File: config.mk
export PLATFORM = sky130hd
export DESIGN_NAME = spbc_control
export DESIGN_NICKNAME = d
export VERILOG_FILES = /design/src/spbc_pkg.sv /design/src/spbc_control.sv
export SDC_FILE = /design/constraint.sdc
export NUM_CORES = 1
export LEC_CHECK = 0
export BUFFER_PORTS_ARGS = -buffer_cell sky130_fd_sc_hd__buf_2
export CAP_MARGIN = 15
export CORE_UTILIZATION = 60
export DETAILED_ROUTE_END_ITERATION = 10
export PLACE_DENSITY_LB_ADDON = 0.3
export SLEW_MARGIN = 20
export SYNTH_ARGS = -nofsm -noshare
export SYNTH_HDL_FRONTEND = slang
export SYNTH_SLANG_ARGS = --single-unit
File: constraint.sdc
create_clock -name clock_i -period 5.1 [get_ports clock_i]
set_clock_uncertainty 0.1 [all_clocks]
set_input_delay 0.51 -clock clock_i [delete_from_list [all_inputs] [get_ports clock_i]]
set_output_delay 0.51 -clock clock_i [all_outputs]
set_load 0.05 [all_outputs]
File: src/spbc_pkg.sv
// Constants and carrier types for the sequential pointer buffer control
// Contract
// - Jump-start input loads matching buffer start address
// - Low load strobe captures sequential data lines
// - Pointer takes captured value next cycle, no advance
// - Read data ready one edge later after strobe
// - Active-low reset clears control state without clock
// - Reset gives documented pointer, flag, buffer defaults
// - Select lines and direction choose command target
// - Low direction writes; upper address, data ignored
// - Address registers read 1110 above twelve bits
// - Chaining: flag at end, jump to other start
// - Stop mode: flag at end, halt one past end while counting
// - Stopped pointer blocks sequential writes
// - Flow bits pick each buffer's mode
// - Writing release bit zero resumes at end plus two
// - Count must advance right after release or stay
// - Reset, strobe or jump-start also release pointer
// - Equal ends: both flags, chain to buffer one
// - Writing zero clears selected end flag
// - Writing one leaves end flag unchanged
// - Status bit reads one once flag set
// - Reserved command read returns all ones
package spbc_pkg;
  localparam int AW = 12;
  localparam int DW = 16;
  localparam logic [2:0] SEL_B1_START = 3'h0;
  localparam logic [2:0] SEL_B1_END = 3'h1;
  localparam logic [2:0] SEL_B2_START = 3'h2;
  localparam logic [2:0] SEL_B2_END = 3'h3;
  localparam logic [2:0] SEL_FLOW = 3'h4;
  localparam logic [2:0] SEL_FLAG = 3'h5;
  localparam logic [1:0] MODE_CHAIN = 2'h0;
  localparam logic [1:0] MODE_STOP = 2'h1;
  localparam int FLOW_RELEASE_BIT = 4;
  localparam int FLAG_ONE_BIT = 0;
  localparam int FLAG_TWO_BIT = 1;
  localparam logic [11:0] RST_PTR = 12'h000;
  localparam logic [11:0] RST_B1_START = 12'h000;
  localparam logic [11:0] RST_B1_END = 12'hfff;
  localparam logic [11:0] RST_B2_START = 12'h000;
  localparam logic [11:0] RST_B2_END = 12'hfff;
  localparam logic [3:0] RST_FLOW = 4'h0;
  localparam logic [1:0] RST_FLAG_N = 2'h3;
  localparam logic RST_SEL_N = 1'b1;
  localparam logic RST_RW = 1'b0;
  localparam logic [3:0] ADDR_READ_TOP = 4'he;
  localparam logic [15:0] RESERVED_READ = 16'hffff;
  localparam logic [11:0] RELEASE_STEP = 12'h002;
  localparam int FIFO_DEPTH = 4;
  typedef struct packed {
    logic cmd_n;
    logic rw;
    logic [2:0] sel;
    logic [15:0] data;
  } spbc_host_pins_type;
  typedef struct packed {
    logic [11:0] addr;
    logic [15:0] data;
  } spbc_seq_write_type;
  localparam int SEQ_WR_W = 28;
endpackage : spbc_pkg

File: src/spbc_control.sv
// Pointer, flow control, command registers and write FIFO
`timescale 1ns/10ps

////////////////////////////////////////////////////////////////////////////
module spbc_fifo #(
  parameter int WIDTH = 28,
  parameter int DEPTH = 4
) (
  // Clock and reset
  input wire logic clock_i,
  input wire logic rst_i,
  // Fill side
  input wire logic in_valid_i,
  input wire logic [WIDTH-1:0] in_data_i,
  output logic in_ready_o,
  // Drain side
  output logic out_valid_o,
  output logic [WIDTH-1:0] out_data_o,
  input wire logic out_ready_i
);
  logic [WIDTH-1:0] data_q [DEPTH];
  logic [WIDTH-1:0] data_up [DEPTH];
  logic [DEPTH-1:0] vld_q;
  logic [DEPTH-1:0] kept;
  logic [DEPTH-1:0] lower;
  logic [DEPTH-1:0] next_vld;
  logic [DEPTH-1:0] slot;
  logic ready_q;
  wire pop = vld_q[0] & out_ready_i;
  wire push = in_valid_i & ready_q;

  assign kept = pop ? (vld_q >> 1) : vld_q;
  assign lower = {kept[DEPTH-2:0], 1'b1};
  assign next_vld = kept | slot;
  assign in_ready_o = ready_q;
  assign out_valid_o = vld_q[0];
  assign out_data_o = data_q[0];

  for (genvar i = 0; i < DEPTH; i++) begin : g_entry
    if (i < DEPTH - 1) begin : g_up
      assign data_up[i] = data_q[i+1];
    end else begin : g_last
      assign data_up[i] = data_q[i];
    end
    assign slot[i] = push & ~kept[i] & lower[i];
    always_ff @(posedge clock_i) begin
      if (rst_i) begin
        vld_q[i] <= 1'b0;
      end else begin
        vld_q[i] <= next_vld[i];
      end
    end
    always_ff @(posedge clock_i) begin
      if (slot[i]) begin
        data_q[i] <= in_data_i;
      end else if (pop) begin
        data_q[i] <= data_up[i];
      end
    end
  end

  always_ff @(posedge clock_i) begin
    if (rst_i) begin
      ready_q <= 1'b1;
    end else begin
      ready_q <= ~next_vld[DEPTH-1];
    end
  end
endmodule : spbc_fifo

////////////////////////////////////////////////////////////////////////////
module spbc_control (
  // Clock and resets
  input wire logic clock_i,
  input wire logic rst_i,
  input wire logic buf_reset_n_i,
  // Host command port pins
  input wire logic host_cmd_select_n_i,
  input wire logic host_read_write_i,
  input wire logic [2:0] register_select_lines_i,
  input wire logic [15:0] host_data_lines_i,
  output logic [15:0] host_data_lines_o,
  output logic host_data_lines_oe_o,
  // Sequential control
  input wire logic pointer_load_strobe_n_i,
  input wire logic jump_start_one_n_i,
  input wire logic jump_start_two_n_i,
  input wire logic count_advance_enable_n_i,
  input wire logic seq_port_select_n_i,
  input wire logic seq_read_write_i,
  input wire logic [15:0] seq_data_i,
  output logic [11:0] pointer_o,
  output logic pointer_valid_o,
  output logic pointer_stopped_o,
  output logic end_flag_one_n_o,
  output logic end_flag_two_n_o,
  output logic seq_write_ready_o,
  // Memory write stream
  output logic mem_write_valid_o,
  output logic [11:0] mem_write_addr_o,
  output logic [15:0] mem_write_data_o,
  input wire logic mem_write_ready_i
);
  spbc_pkg::spbc_host_pins_type hs1, hs2, hs3, hv;
  spbc_pkg::spbc_seq_write_type wr_q, fifo_out;
  logic [11:0] start1_q, end1_q, start2_q, end2_q;
  logic [11:0] ptr_q, data_in_q, stop_end_q;
  logic [3:0] flow_q;
  logic [1:0] flag_n_q;
  logic rel_bit_q, rel_arm_q, stopped_q, load_pend_q;
  logic ptr_valid_q, sel_n_q, rw_q, blk_q;
  logic wr_hold_q;
  logic [2:0] wr_sel_q;
  logic [15:0] wr_data_q;
  logic [15:0] rd_q;
  logic rd_oe_q;
  logic fifo_ready;
  logic fifo_valid;
  logic [11:0] next_ptr, next_stop_end;
  logic next_stopped;

  function automatic logic [15:0] addr_word(input logic [11:0] a);
    addr_word = {spbc_pkg::ADDR_READ_TOP, a};
  endfunction : addr_word

  ////////////////////////////////////////////////////////////////////////
  // Host pin sampling and command decode
  assign hv = hs3;
  wire stable = (hs2 == hs3);
  wire cmd_wr = stable & ~hv.cmd_n & ~hv.rw;
  wire cmd_rd = stable & ~hv.cmd_n & hv.rw;
  wire cmd_idle = stable & hv.cmd_n;
  wire commit = cmd_idle & wr_hold_q;
  wire wr_b1s = commit & (wr_sel_q == spbc_pkg::SEL_B1_START);
  wire wr_b1e = commit & (wr_sel_q == spbc_pkg::SEL_B1_END);
  wire wr_b2s = commit & (wr_sel_q == spbc_pkg::SEL_B2_START);
  wire wr_b2e = commit & (wr_sel_q == spbc_pkg::SEL_B2_END);
  wire wr_flow = commit & (wr_sel_q == spbc_pkg::SEL_FLOW);
  wire wr_flag = commit & (wr_sel_q == spbc_pkg::SEL_FLAG);
  wire clr1 = wr_flag & ~wr_data_q[spbc_pkg::FLAG_ONE_BIT];
  wire clr2 = wr_flag & ~wr_data_q[spbc_pkg::FLAG_TWO_BIT];
  wire release_wr = wr_flow & ~wr_data_q[spbc_pkg::FLOW_RELEASE_BIT];

  always_ff @(posedge clock_i or negedge buf_reset_n_i) begin
    if (!buf_reset_n_i) begin
      hs1 <= '{cmd_n: 1'b1, rw: 1'b1, sel: 3'h0, data: 16'h0000};
      hs2 <= '{cmd_n: 1'b1, rw: 1'b1, sel: 3'h0, data: 16'h0000};
      hs3 <= '{cmd_n: 1'b1, rw: 1'b1, sel: 3'h0, data: 16'h0000};
    end else begin
      hs1 <= '{cmd_n: host_cmd_select_n_i, rw: host_read_write_i,
               sel: register_select_lines_i, data: host_data_lines_i};
      hs2 <= hs1;
      hs3 <= hs2;
    end
  end

  always_ff @(posedge clock_i or negedge buf_reset_n_i) begin
    if (!buf_reset_n_i) begin
      wr_hold_q <= 1'b0;
      wr_sel_q <= 3'h0;
      wr_data_q <= 16'h0000;
    end else if (rst_i || commit) begin
      wr_hold_q <= 1'b0;
    end else if (cmd_wr) begin
      wr_hold_q <= 1'b1;
      wr_sel_q <= hv.sel;
      wr_data_q <= hv.data;
    end
  end

  ////////////////////////////////////////////////////////////////////////
  // Command register read
  logic [15:0] rd_word;
  always_comb begin
    case (hv.sel)
      spbc_pkg::SEL_B1_START: rd_word = addr_word(start1_q);
      spbc_pkg::SEL_B1_END: rd_word = addr_word(end1_q);
      spbc_pkg::SEL_B2_START: rd_word = addr_word(start2_q);
      spbc_pkg::SEL_B2_END: rd_word = addr_word(end2_q);
      spbc_pkg::SEL_FLOW: rd_word = {11'h000, rel_bit_q, flow_q};
      spbc_pkg::SEL_FLAG: rd_word = {14'h0000, ~flag_n_q};
      default: rd_word = spbc_pkg::RESERVED_READ;
    endcase
  end

  always_ff @(posedge clock_i or negedge buf_reset_n_i) begin
    if (!buf_reset_n_i) begin
      rd_q <= 16'h0000;
      rd_oe_q <= 1'b0;
    end else begin
      rd_q <= rd_word;
      rd_oe_q <= cmd_rd & ~rst_i;
    end
  end

  ////////////////////////////////////////////////////////////////////////
  // Buffer address and flow registers
  always_ff @(posedge clock_i or negedge buf_reset_n_i) begin
    if (!buf_reset_n_i) begin
      start1_q <= spbc_pkg::RST_B1_START;
      end1_q <= spbc_pkg::RST_B1_END;
      start2_q <= spbc_pkg::RST_B2_START;
      end2_q <= spbc_pkg::RST_B2_END;
      flow_q <= spbc_pkg::RST_FLOW;
      rel_bit_q <= 1'b0;
    end else if (rst_i) begin
      start1_q <= spbc_pkg::RST_B1_START;
      end1_q <= spbc_pkg::RST_B1_END;
      start2_q <= spbc_pkg::RST_B2_START;
      end2_q <= spbc_pkg::RST_B2_END;
      flow_q <= spbc_pkg::RST_FLOW;
      rel_bit_q <= 1'b0;
    end else begin
      if (wr_b1s) start1_q <= wr_data_q[11:0];
      if (wr_b1e) end1_q <= wr_data_q[11:0];
      if (wr_b2s) start2_q <= wr_data_q[11:0];
      if (wr_b2e) end2_q <= wr_data_q[11:0];
      if (wr_flow) flow_q <= wr_data_q[3:0];
      if (wr_flow) rel_bit_q <= wr_data_q[spbc_pkg::FLOW_RELEASE_BIT];
    end
  end

  ////////////////////////////////////////////////////////////////////////
  // Pointer sequencing
  wire pointer_load_strobe = ~pointer_load_strobe_n_i;
  wire adv = ~count_advance_enable_n_i;
  wire jump1 = ~pointer_load_strobe & ~jump_start_one_n_i & jump_start_two_n_i;
  wire jump2 = ~pointer_load_strobe & jump_start_one_n_i & ~jump_start_two_n_i;
  wire hit1 = (ptr_q == end1_q);
  wire hit2 = (ptr_q == end2_q);
  wire [1:0] hit_mode = hit1 ? flow_q[1:0] : flow_q[3:2];
  wire hit_stop = (hit1 | hit2) & (hit_mode == spbc_pkg::MODE_STOP);
  wire [11:0] hit_end = hit1 ? end1_q : end2_q;
  wire [11:0] chain_to = hit1 & ~hit2 ? start2_q : start1_q;

  always_comb begin
    next_ptr = ptr_q;
    next_stopped = stopped_q;
    next_stop_end = stop_end_q;
    if (rst_i) begin
      next_ptr = spbc_pkg::RST_PTR;
      next_stopped = 1'b0;
    end else if (load_pend_q) begin
      next_ptr = data_in_q;
      next_stopped = 1'b0;
    end else if (pointer_load_strobe) begin
      next_stopped = 1'b0;
    end else if (jump1) begin
      next_ptr = start1_q;
      next_stopped = 1'b0;
    end else if (jump2) begin
      next_ptr = start2_q;
      next_stopped = 1'b0;
    end else if (stopped_q) begin
      if (rel_arm_q && adv) begin
        next_ptr = stop_end_q + spbc_pkg::RELEASE_STEP;
        next_stopped = 1'b0;
      end
    end else if (hit_stop) begin
      next_stopped = 1'b1;
      next_stop_end = hit_end;
      next_ptr = adv ? ptr_q + 12'h001 : ptr_q;
    end else if (adv) begin
      next_ptr = (hit1 | hit2) ? chain_to : ptr_q + 12'h001;
    end
  end

  wire [1:0] next_flag_n = rst_i ? spbc_pkg::RST_FLAG_N :
    {(flag_n_q[1] | clr2) & ~hit2, (flag_n_q[0] | clr1) & ~hit1};

  always_ff @(posedge clock_i or negedge buf_reset_n_i) begin
    if (!buf_reset_n_i) begin
      ptr_q <= spbc_pkg::RST_PTR;
      stopped_q <= 1'b0;
      stop_end_q <= spbc_pkg::RST_PTR;
      flag_n_q <= spbc_pkg::RST_FLAG_N;
      rel_arm_q <= 1'b0;
      data_in_q <= spbc_pkg::RST_PTR;
      load_pend_q <= 1'b0;
      ptr_valid_q <= 1'b1;
    end else begin
      ptr_q <= next_ptr;
      stopped_q <= next_stopped;
      stop_end_q <= next_stop_end;
      flag_n_q <= next_flag_n;
      rel_arm_q <= release_wr & stopped_q & ~rst_i;
      if (pointer_load_strobe) data_in_q <= seq_data_i[11:0];
      load_pend_q <= pointer_load_strobe & ~rst_i;
      ptr_valid_q <= ~pointer_load_strobe | rst_i;
    end
  end

  ////////////////////////////////////////////////////////////////////////
  // Sequential write capture into the FIFO
  wire stall = fifo_valid & ~fifo_ready;
  assign fifo_valid = ~sel_n_q & ~rw_q & ~blk_q;

  always_ff @(posedge clock_i or negedge buf_reset_n_i) begin
    if (!buf_reset_n_i) begin
      sel_n_q <= spbc_pkg::RST_SEL_N;
      rw_q <= spbc_pkg::RST_RW;
      blk_q <= 1'b0;
      wr_q <= '0;
    end else if (rst_i) begin
      sel_n_q <= spbc_pkg::RST_SEL_N;
      rw_q <= spbc_pkg::RST_RW;
      blk_q <= 1'b0;
    end else if (!stall) begin
      sel_n_q <= seq_port_select_n_i;
      rw_q <= seq_read_write_i;
      blk_q <= stopped_q;
      wr_q <= '{addr: ptr_q, data: seq_data_i};
    end
  end

  spbc_fifo #(
    .WIDTH(spbc_pkg::SEQ_WR_W),
    .DEPTH(spbc_pkg::FIFO_DEPTH)
  ) u_fifo (
    .clock_i(clock_i),
    .rst_i(rst_i),
    .in_valid_i(fifo_valid),
    .in_data_i(wr_q),
    .in_ready_o(fifo_ready),
    .out_valid_o(mem_write_valid_o),
    .out_data_o(fifo_out),
    .out_ready_i(mem_write_ready_i)
  );

  assign mem_write_addr_o = fifo_out.addr;
  assign mem_write_data_o = fifo_out.data;
  assign seq_write_ready_o = fifo_ready;
  assign pointer_o = ptr_q;
  assign pointer_valid_o = ptr_valid_q;
  assign pointer_stopped_o = stopped_q;
  assign end_flag_one_n_o = flag_n_q[0];
  assign end_flag_two_n_o = flag_n_q[1];
  assign host_data_lines_o = rd_q;
  assign host_data_lines_oe_o = rd_oe_q;

  ////////////////////////////////////////////////////////////////////////
  // Checks
  wire quiet = ~load_pend_q & ~rst_i;

  a_jump_one_load: assert property (@(posedge clock_i)
    disable iff (rst_i || !buf_reset_n_i)
    (jump1 && quiet) |=> ptr_q == $past(start1_q))
    else $error("jump start one did not load start");

  a_strobe_capture: assert property (@(posedge clock_i)
    disable iff (rst_i || !buf_reset_n_i)
    pointer_load_strobe |=> data_in_q == $past(seq_data_i[11:0]))
    else $error("strobe data not captured");

  a_strobe_delay: assert property (@(posedge clock_i)
    disable iff (rst_i || !buf_reset_n_i)
    (pointer_load_strobe && quiet) |=> $stable(ptr_q) ##1 ptr_q == $past(data_in_q))
    else $error("strobe load timing wrong");

  a_ptr_ready: assert property (@(posedge clock_i)
    disable iff (rst_i || !buf_reset_n_i)
    (pointer_load_strobe && quiet) |=> !pointer_valid_o ##1 pointer_valid_o)
    else $error("pointer ready timing wrong");

  a_flag_match: assert property (@(posedge clock_i)
    disable iff (rst_i || !buf_reset_n_i)
    hit1 |=> !end_flag_one_n_o)
    else $error("end flag one not asserted");

  a_stop_blocks: assert property (@(posedge clock_i)
    disable iff (rst_i || !buf_reset_n_i)
    (stopped_q && !stall) |=> !fifo_valid)
    else $error("write passed while stopped");

  a_release_jump: assert property (@(posedge clock_i)
    disable iff (rst_i || !buf_reset_n_i)
    (rel_arm_q && stopped_q && adv && quiet && !pointer_load_strobe && !jump1 && !jump2)
    |=> ptr_q == $past(stop_end_q) + 12'h002 && !stopped_q)
    else $error("release did not resume at end plus two");

  a_reserved_read: assert property (@(posedge clock_i)
    disable iff (rst_i || !buf_reset_n_i)
    (cmd_rd && hv.sel[2:1] == 2'b11) |=> host_data_lines_o == 16'hffff)
    else $error("reserved read not all ones");

  a_flag_clear: assert property (@(posedge clock_i)
    disable iff (rst_i || !buf_reset_n_i)
    (clr1 && !hit1) |=> end_flag_one_n_o)
    else $error("end flag one not cleared");
endmodule : spbc_control

==> summary.md <==
| Metric | Value |
|---|---|
| CP Data Required Time | `5.37 ns` |
| Post-synth net total | `1116` |
| Actual slew at the worst max-slew pin | `about 1.1 ns` |
| Largest net degree at the start of global routing | `134` |
| Crit-path cells | `xor2_1, nor3_1, nand4_1, nor4_2, buf_4, mux2i_1, nor2_1` |
| Mapped Cells | `1067` |
| Primary FF master, synth | `dfrtp_1` |
| Cell count after placement | `1445` |
| Crit-path max cell delay | `1.03 ns` |
| DRC viols | `0` |
| Die Y | `between 150 and 200 µm` |
| Proportion of layout cells with a drive suffix above 1 | `0.322` |
| First-pass GRT wire length | `about 52000 µm` |
| Power Density | `358 nW/µm²` |
| Final core utilization | `0.702` |
| Routed vias | `about 9200` |
| Fmax | `between 200 and 300 MHz` |
| Critical Path Slowest Stage Cell | `dfrtp_1` |
| Syn Area/Cell | `between 10 and 15 µm²` |
| Die W | `157 µm` |
| Worst-skew pair later-pin latency | `between 0.5 and 0.6 ns` |
| RSZ-0062 raised after global routing | `false` |
| Path length in cells of the critical path | `7` |
| Remaining antenna violation count | `0` |
| # setup viols final | `0` |
| Post-Route WL | `33600 µm` |
| Post-synth EDFFs | `about 110` |
| Placed Area | `roughly 15000 µm²` |
| Crit. End Element | `register` |
| Leakage | `6.88 nW` |
| Vias in the first global route | `between 9000 and 10000` |
| Fill cells | `1659` |
| Tcrit/Tclk final | `0.680` |
| Final WS setup | `around 1.6 ns` |
| Sequential element share of the synthesized area | `0.621` |
| Port Buf Inserts | `109` |
| DRT iter0 DRCs | `809` |
| CTS buffer count | `35` |
| All-Layer GR Usage | `0.282` |
| CTS tree | `built` |
| Post-CTS sizing | `0` |
| H-tree level count | `2` |
| Max Root-Sink Buffers | `3` |
| Die area | `24800 µm²` |
| Inserted Diodes | `0` |
| Pre-CTS setup slack | `around 1.7 ns` |
| Core area | `23600 µm²` |
| Post-Syn Area | `roughly 15000 µm²` |
| Fin Setup TNS | `0 ns` |
| Yosys cell types | `67` |
| Top Ports | `110` |
| Fin nets | `1232` |
| Largest fanout on the critical path | `29` |
| Grt ovf | `0` |
| Standard-cell rows | `between 50 and 60` |
| Synth Warn # | `0` |
| WP buf/inv | `1` |
| CP delay by family, top | `simple AND/OR/NAND/NOR gates` |
| Vias per cell | `6.04` |
| Crit start category | `register` |
| Detailed Place HPWL | `22200 µm` |
| DR pass1 iterations | `6` |
| Area grow syn2layout | `14.3%` |
| Clock input transition at the sequential cells of the worst setup and hold paths | `0.06 ns` |
| Routability Congestion | `between 0.9 and 1` |
| Post-route cell area | `16600 µm²` |
| CTS root buffer | `clkbuf_16` |
| Worst Path Arrival | `3.74 ns` |
| Worst Hold Class | `primary input to async pin` |
| Fin. Hold Viols | `0` |
| Non-Filler Instances | `1526` |
| Wire per inst | `22.0 µm` |
| Max transition margin | `0.276` |
| Minimum clock period | `3.47 ns` |
| FFs w/ async S/R, synth | `0.653` |
| R2R depth | `7` |
| Max-cap violation count | `0` |
| Initial antenna violation count | `0` |
| Maximum VDD drop | `roughly 0.37 mV` |
| Starting density of the core | `0.614` |
| Post-synthesis sequential element count | `337` |
| Final-report max-slew violation count | `0` |
| Status | `finished, final reports clean` |
| Clk sinks | `337` |
| Setup CP Type | `register to register` |
==> what timing repair did <==
action / 4_1_cts / 5_1_grt
hold buffers: 20 / 0
hold endpoints to repair: 20 / 0
endpoints found under the setup margin: 0 / 0
buffers inserted: 0 / 0
==> stage by stage <==
stage | total power, mW | hold WS [ns]
after global routing | 6.14 | 0.0118
after CTS | 5.98 | 0.0113
after floorplan | 3.38 | 0.114
after detailed placement | 3.55 | 0.235
final | 5.94 | 0.0211
after global placement | 3.53 | 0.232
==> final cells by class <==
class	count	area, µm²	area share
clock buffer	49	968	0.0584
clock inverter	12	116	0.00702
inverter	18	67.6	0.00408
multi-input combinational	650	5150	0.311
sequential	337	9010	0.544
tap	319	399	0.0241
timing repair buffer	141	858	0.0518
==> cells by family (layout without fill, tap and decap cells) <==
kind of cell,Yosys count,count (layout),synth area share
buffers and inverters,80,220,0.0259
xor gates and xnor gates,63,63,0.0380
DFF,337,337,0.621
AOI/OAI and AO/OA,143,143,0.0681
adders and majority gates,2,2,0.00172
muxes,222,222,0.170
and+or+nand+nor,220,220,0.0748
==> final timing paths <==
kind / startpoint / end / slack, ns
setup / recovery: hs3[17] / start1_q[4] / 1.63
hold / removal: buf_reset_n_i / hs1[15] / 0.02
setup reg to reg: hs3[17] / start1_q[4] / 1.63
hold reg to reg: hs1[13] / hs2[13] / 0.25
max in group asynchronous: buf_reset_n_i / wr_q[23] / 3.86
min in group clock_i: host_data_lines_i[9] / hs1[9] / 0.02
==> cell usage after synthesis (4+ instances only) <==
cell type | number | area share
nand4_1 | 9 | 0.0039
nor4_2 | 4 | 0.0035
mux2_2 | 157 | 0.12
inv_1 | 14 | 0.0036
a21oi_1 | 24 | 0.0083
or3_1 | 4 | 0.0017
buf_4 | 5 | 0.0026
clkbuf_1 | 33 | 0.0085
o21ai_0 | 35 | 0.012
o21a_1 | 7 | 0.0036
dfstp_2 | 34 | 0.062
and2_1 | 4 | 0.0017
nor4_1 | 10 | 0.0043
dfrtp_1 | 186 | 0.32
a32o_1 | 5 | 0.0035
xnor2_1 | 24 | 0.014
buf_6 | 5 | 0.0039
a31oi_1 | 7 | 0.0030
nor2_1 | 63 | 0.016
mux2_4 | 10 | 0.010
dfxtp_1 | 5 | 0.0069
nor3_1 | 21 | 0.0072
buf_2 | 15 | 0.0052
nor2b_1 | 5 | 0.0022
nand2_1 | 60 | 0.016
a222oi_1 | 6 | 0.0041
and3_1 | 6 | 0.0026
a22oi_1 | 6 | 0.0031
buf_1 | 4 | 0.0010
a221oi_1 | 10 | 0.0060
a22o_1 | 8 | 0.0048
o211ai_1 | 4 | 0.0021
xor2_1 | 39 | 0.024
nand3_1 | 15 | 0.0052
a211oi_1 | 8 | 0.0041
edfxtp_1 | 112 | 0.23
mux2i_1 | 55 | 0.038
==> layer usage <==
metal | up-vias | wire length, µm | GRT usage | share of wire
met2 | 346 | 15900 | 0.440 | 0.47
met5 | - | 0 | 0 | 0
li1 | 4142 | - | - | -
met1 | 4659 | 14700 | 0.403 | 0.44
met4 | 0 | 869 | 0.0888 | 0.026
met3 | 67 | 2210 | 0.0523 | 0.066
==> worst reg2reg max path: stages (launching register included) <==
cell	delay [ns]
dfrtp_1	1.03
xor2_1	0.15
nor3_1	0.20
nand4_1	0.29
nor4_2	0.97
buf_4	0.32
mux2i_1	0.22
nor2_1	0.06
==> sequential cells by signal, indices dropped and copies added, names as in the netlist, 12 cells and up <==
register and cells:
pointer_o 12, end1_q 12, wr_q 28, start2_q 12, u_fifo.data_q 112, stop_end_q 12
wr_data_q 12, host_data_lines_o 14, hs1 21, end2_q 12, hs3 21, hs2 21
data_in_q 12, start1_q 12
==> power by group <==
group	switching, mW	internal [mW]
Sequential	0.0942	2.93
Combinational	0.305	0.185
Clock	1.00	1.43
==> placed cells by master, fill, tap and decap left out, drive strengths merged, types with 38 or more instances in the layout <==
cell and count:
xor2 39, clkbuf 49, dfrtp 186, nand2 60, mux2i 55, buf 121, edfxtp 112, o21ai 38
mux2 167, nor2 63
Power figures use the tool's default switching activity.
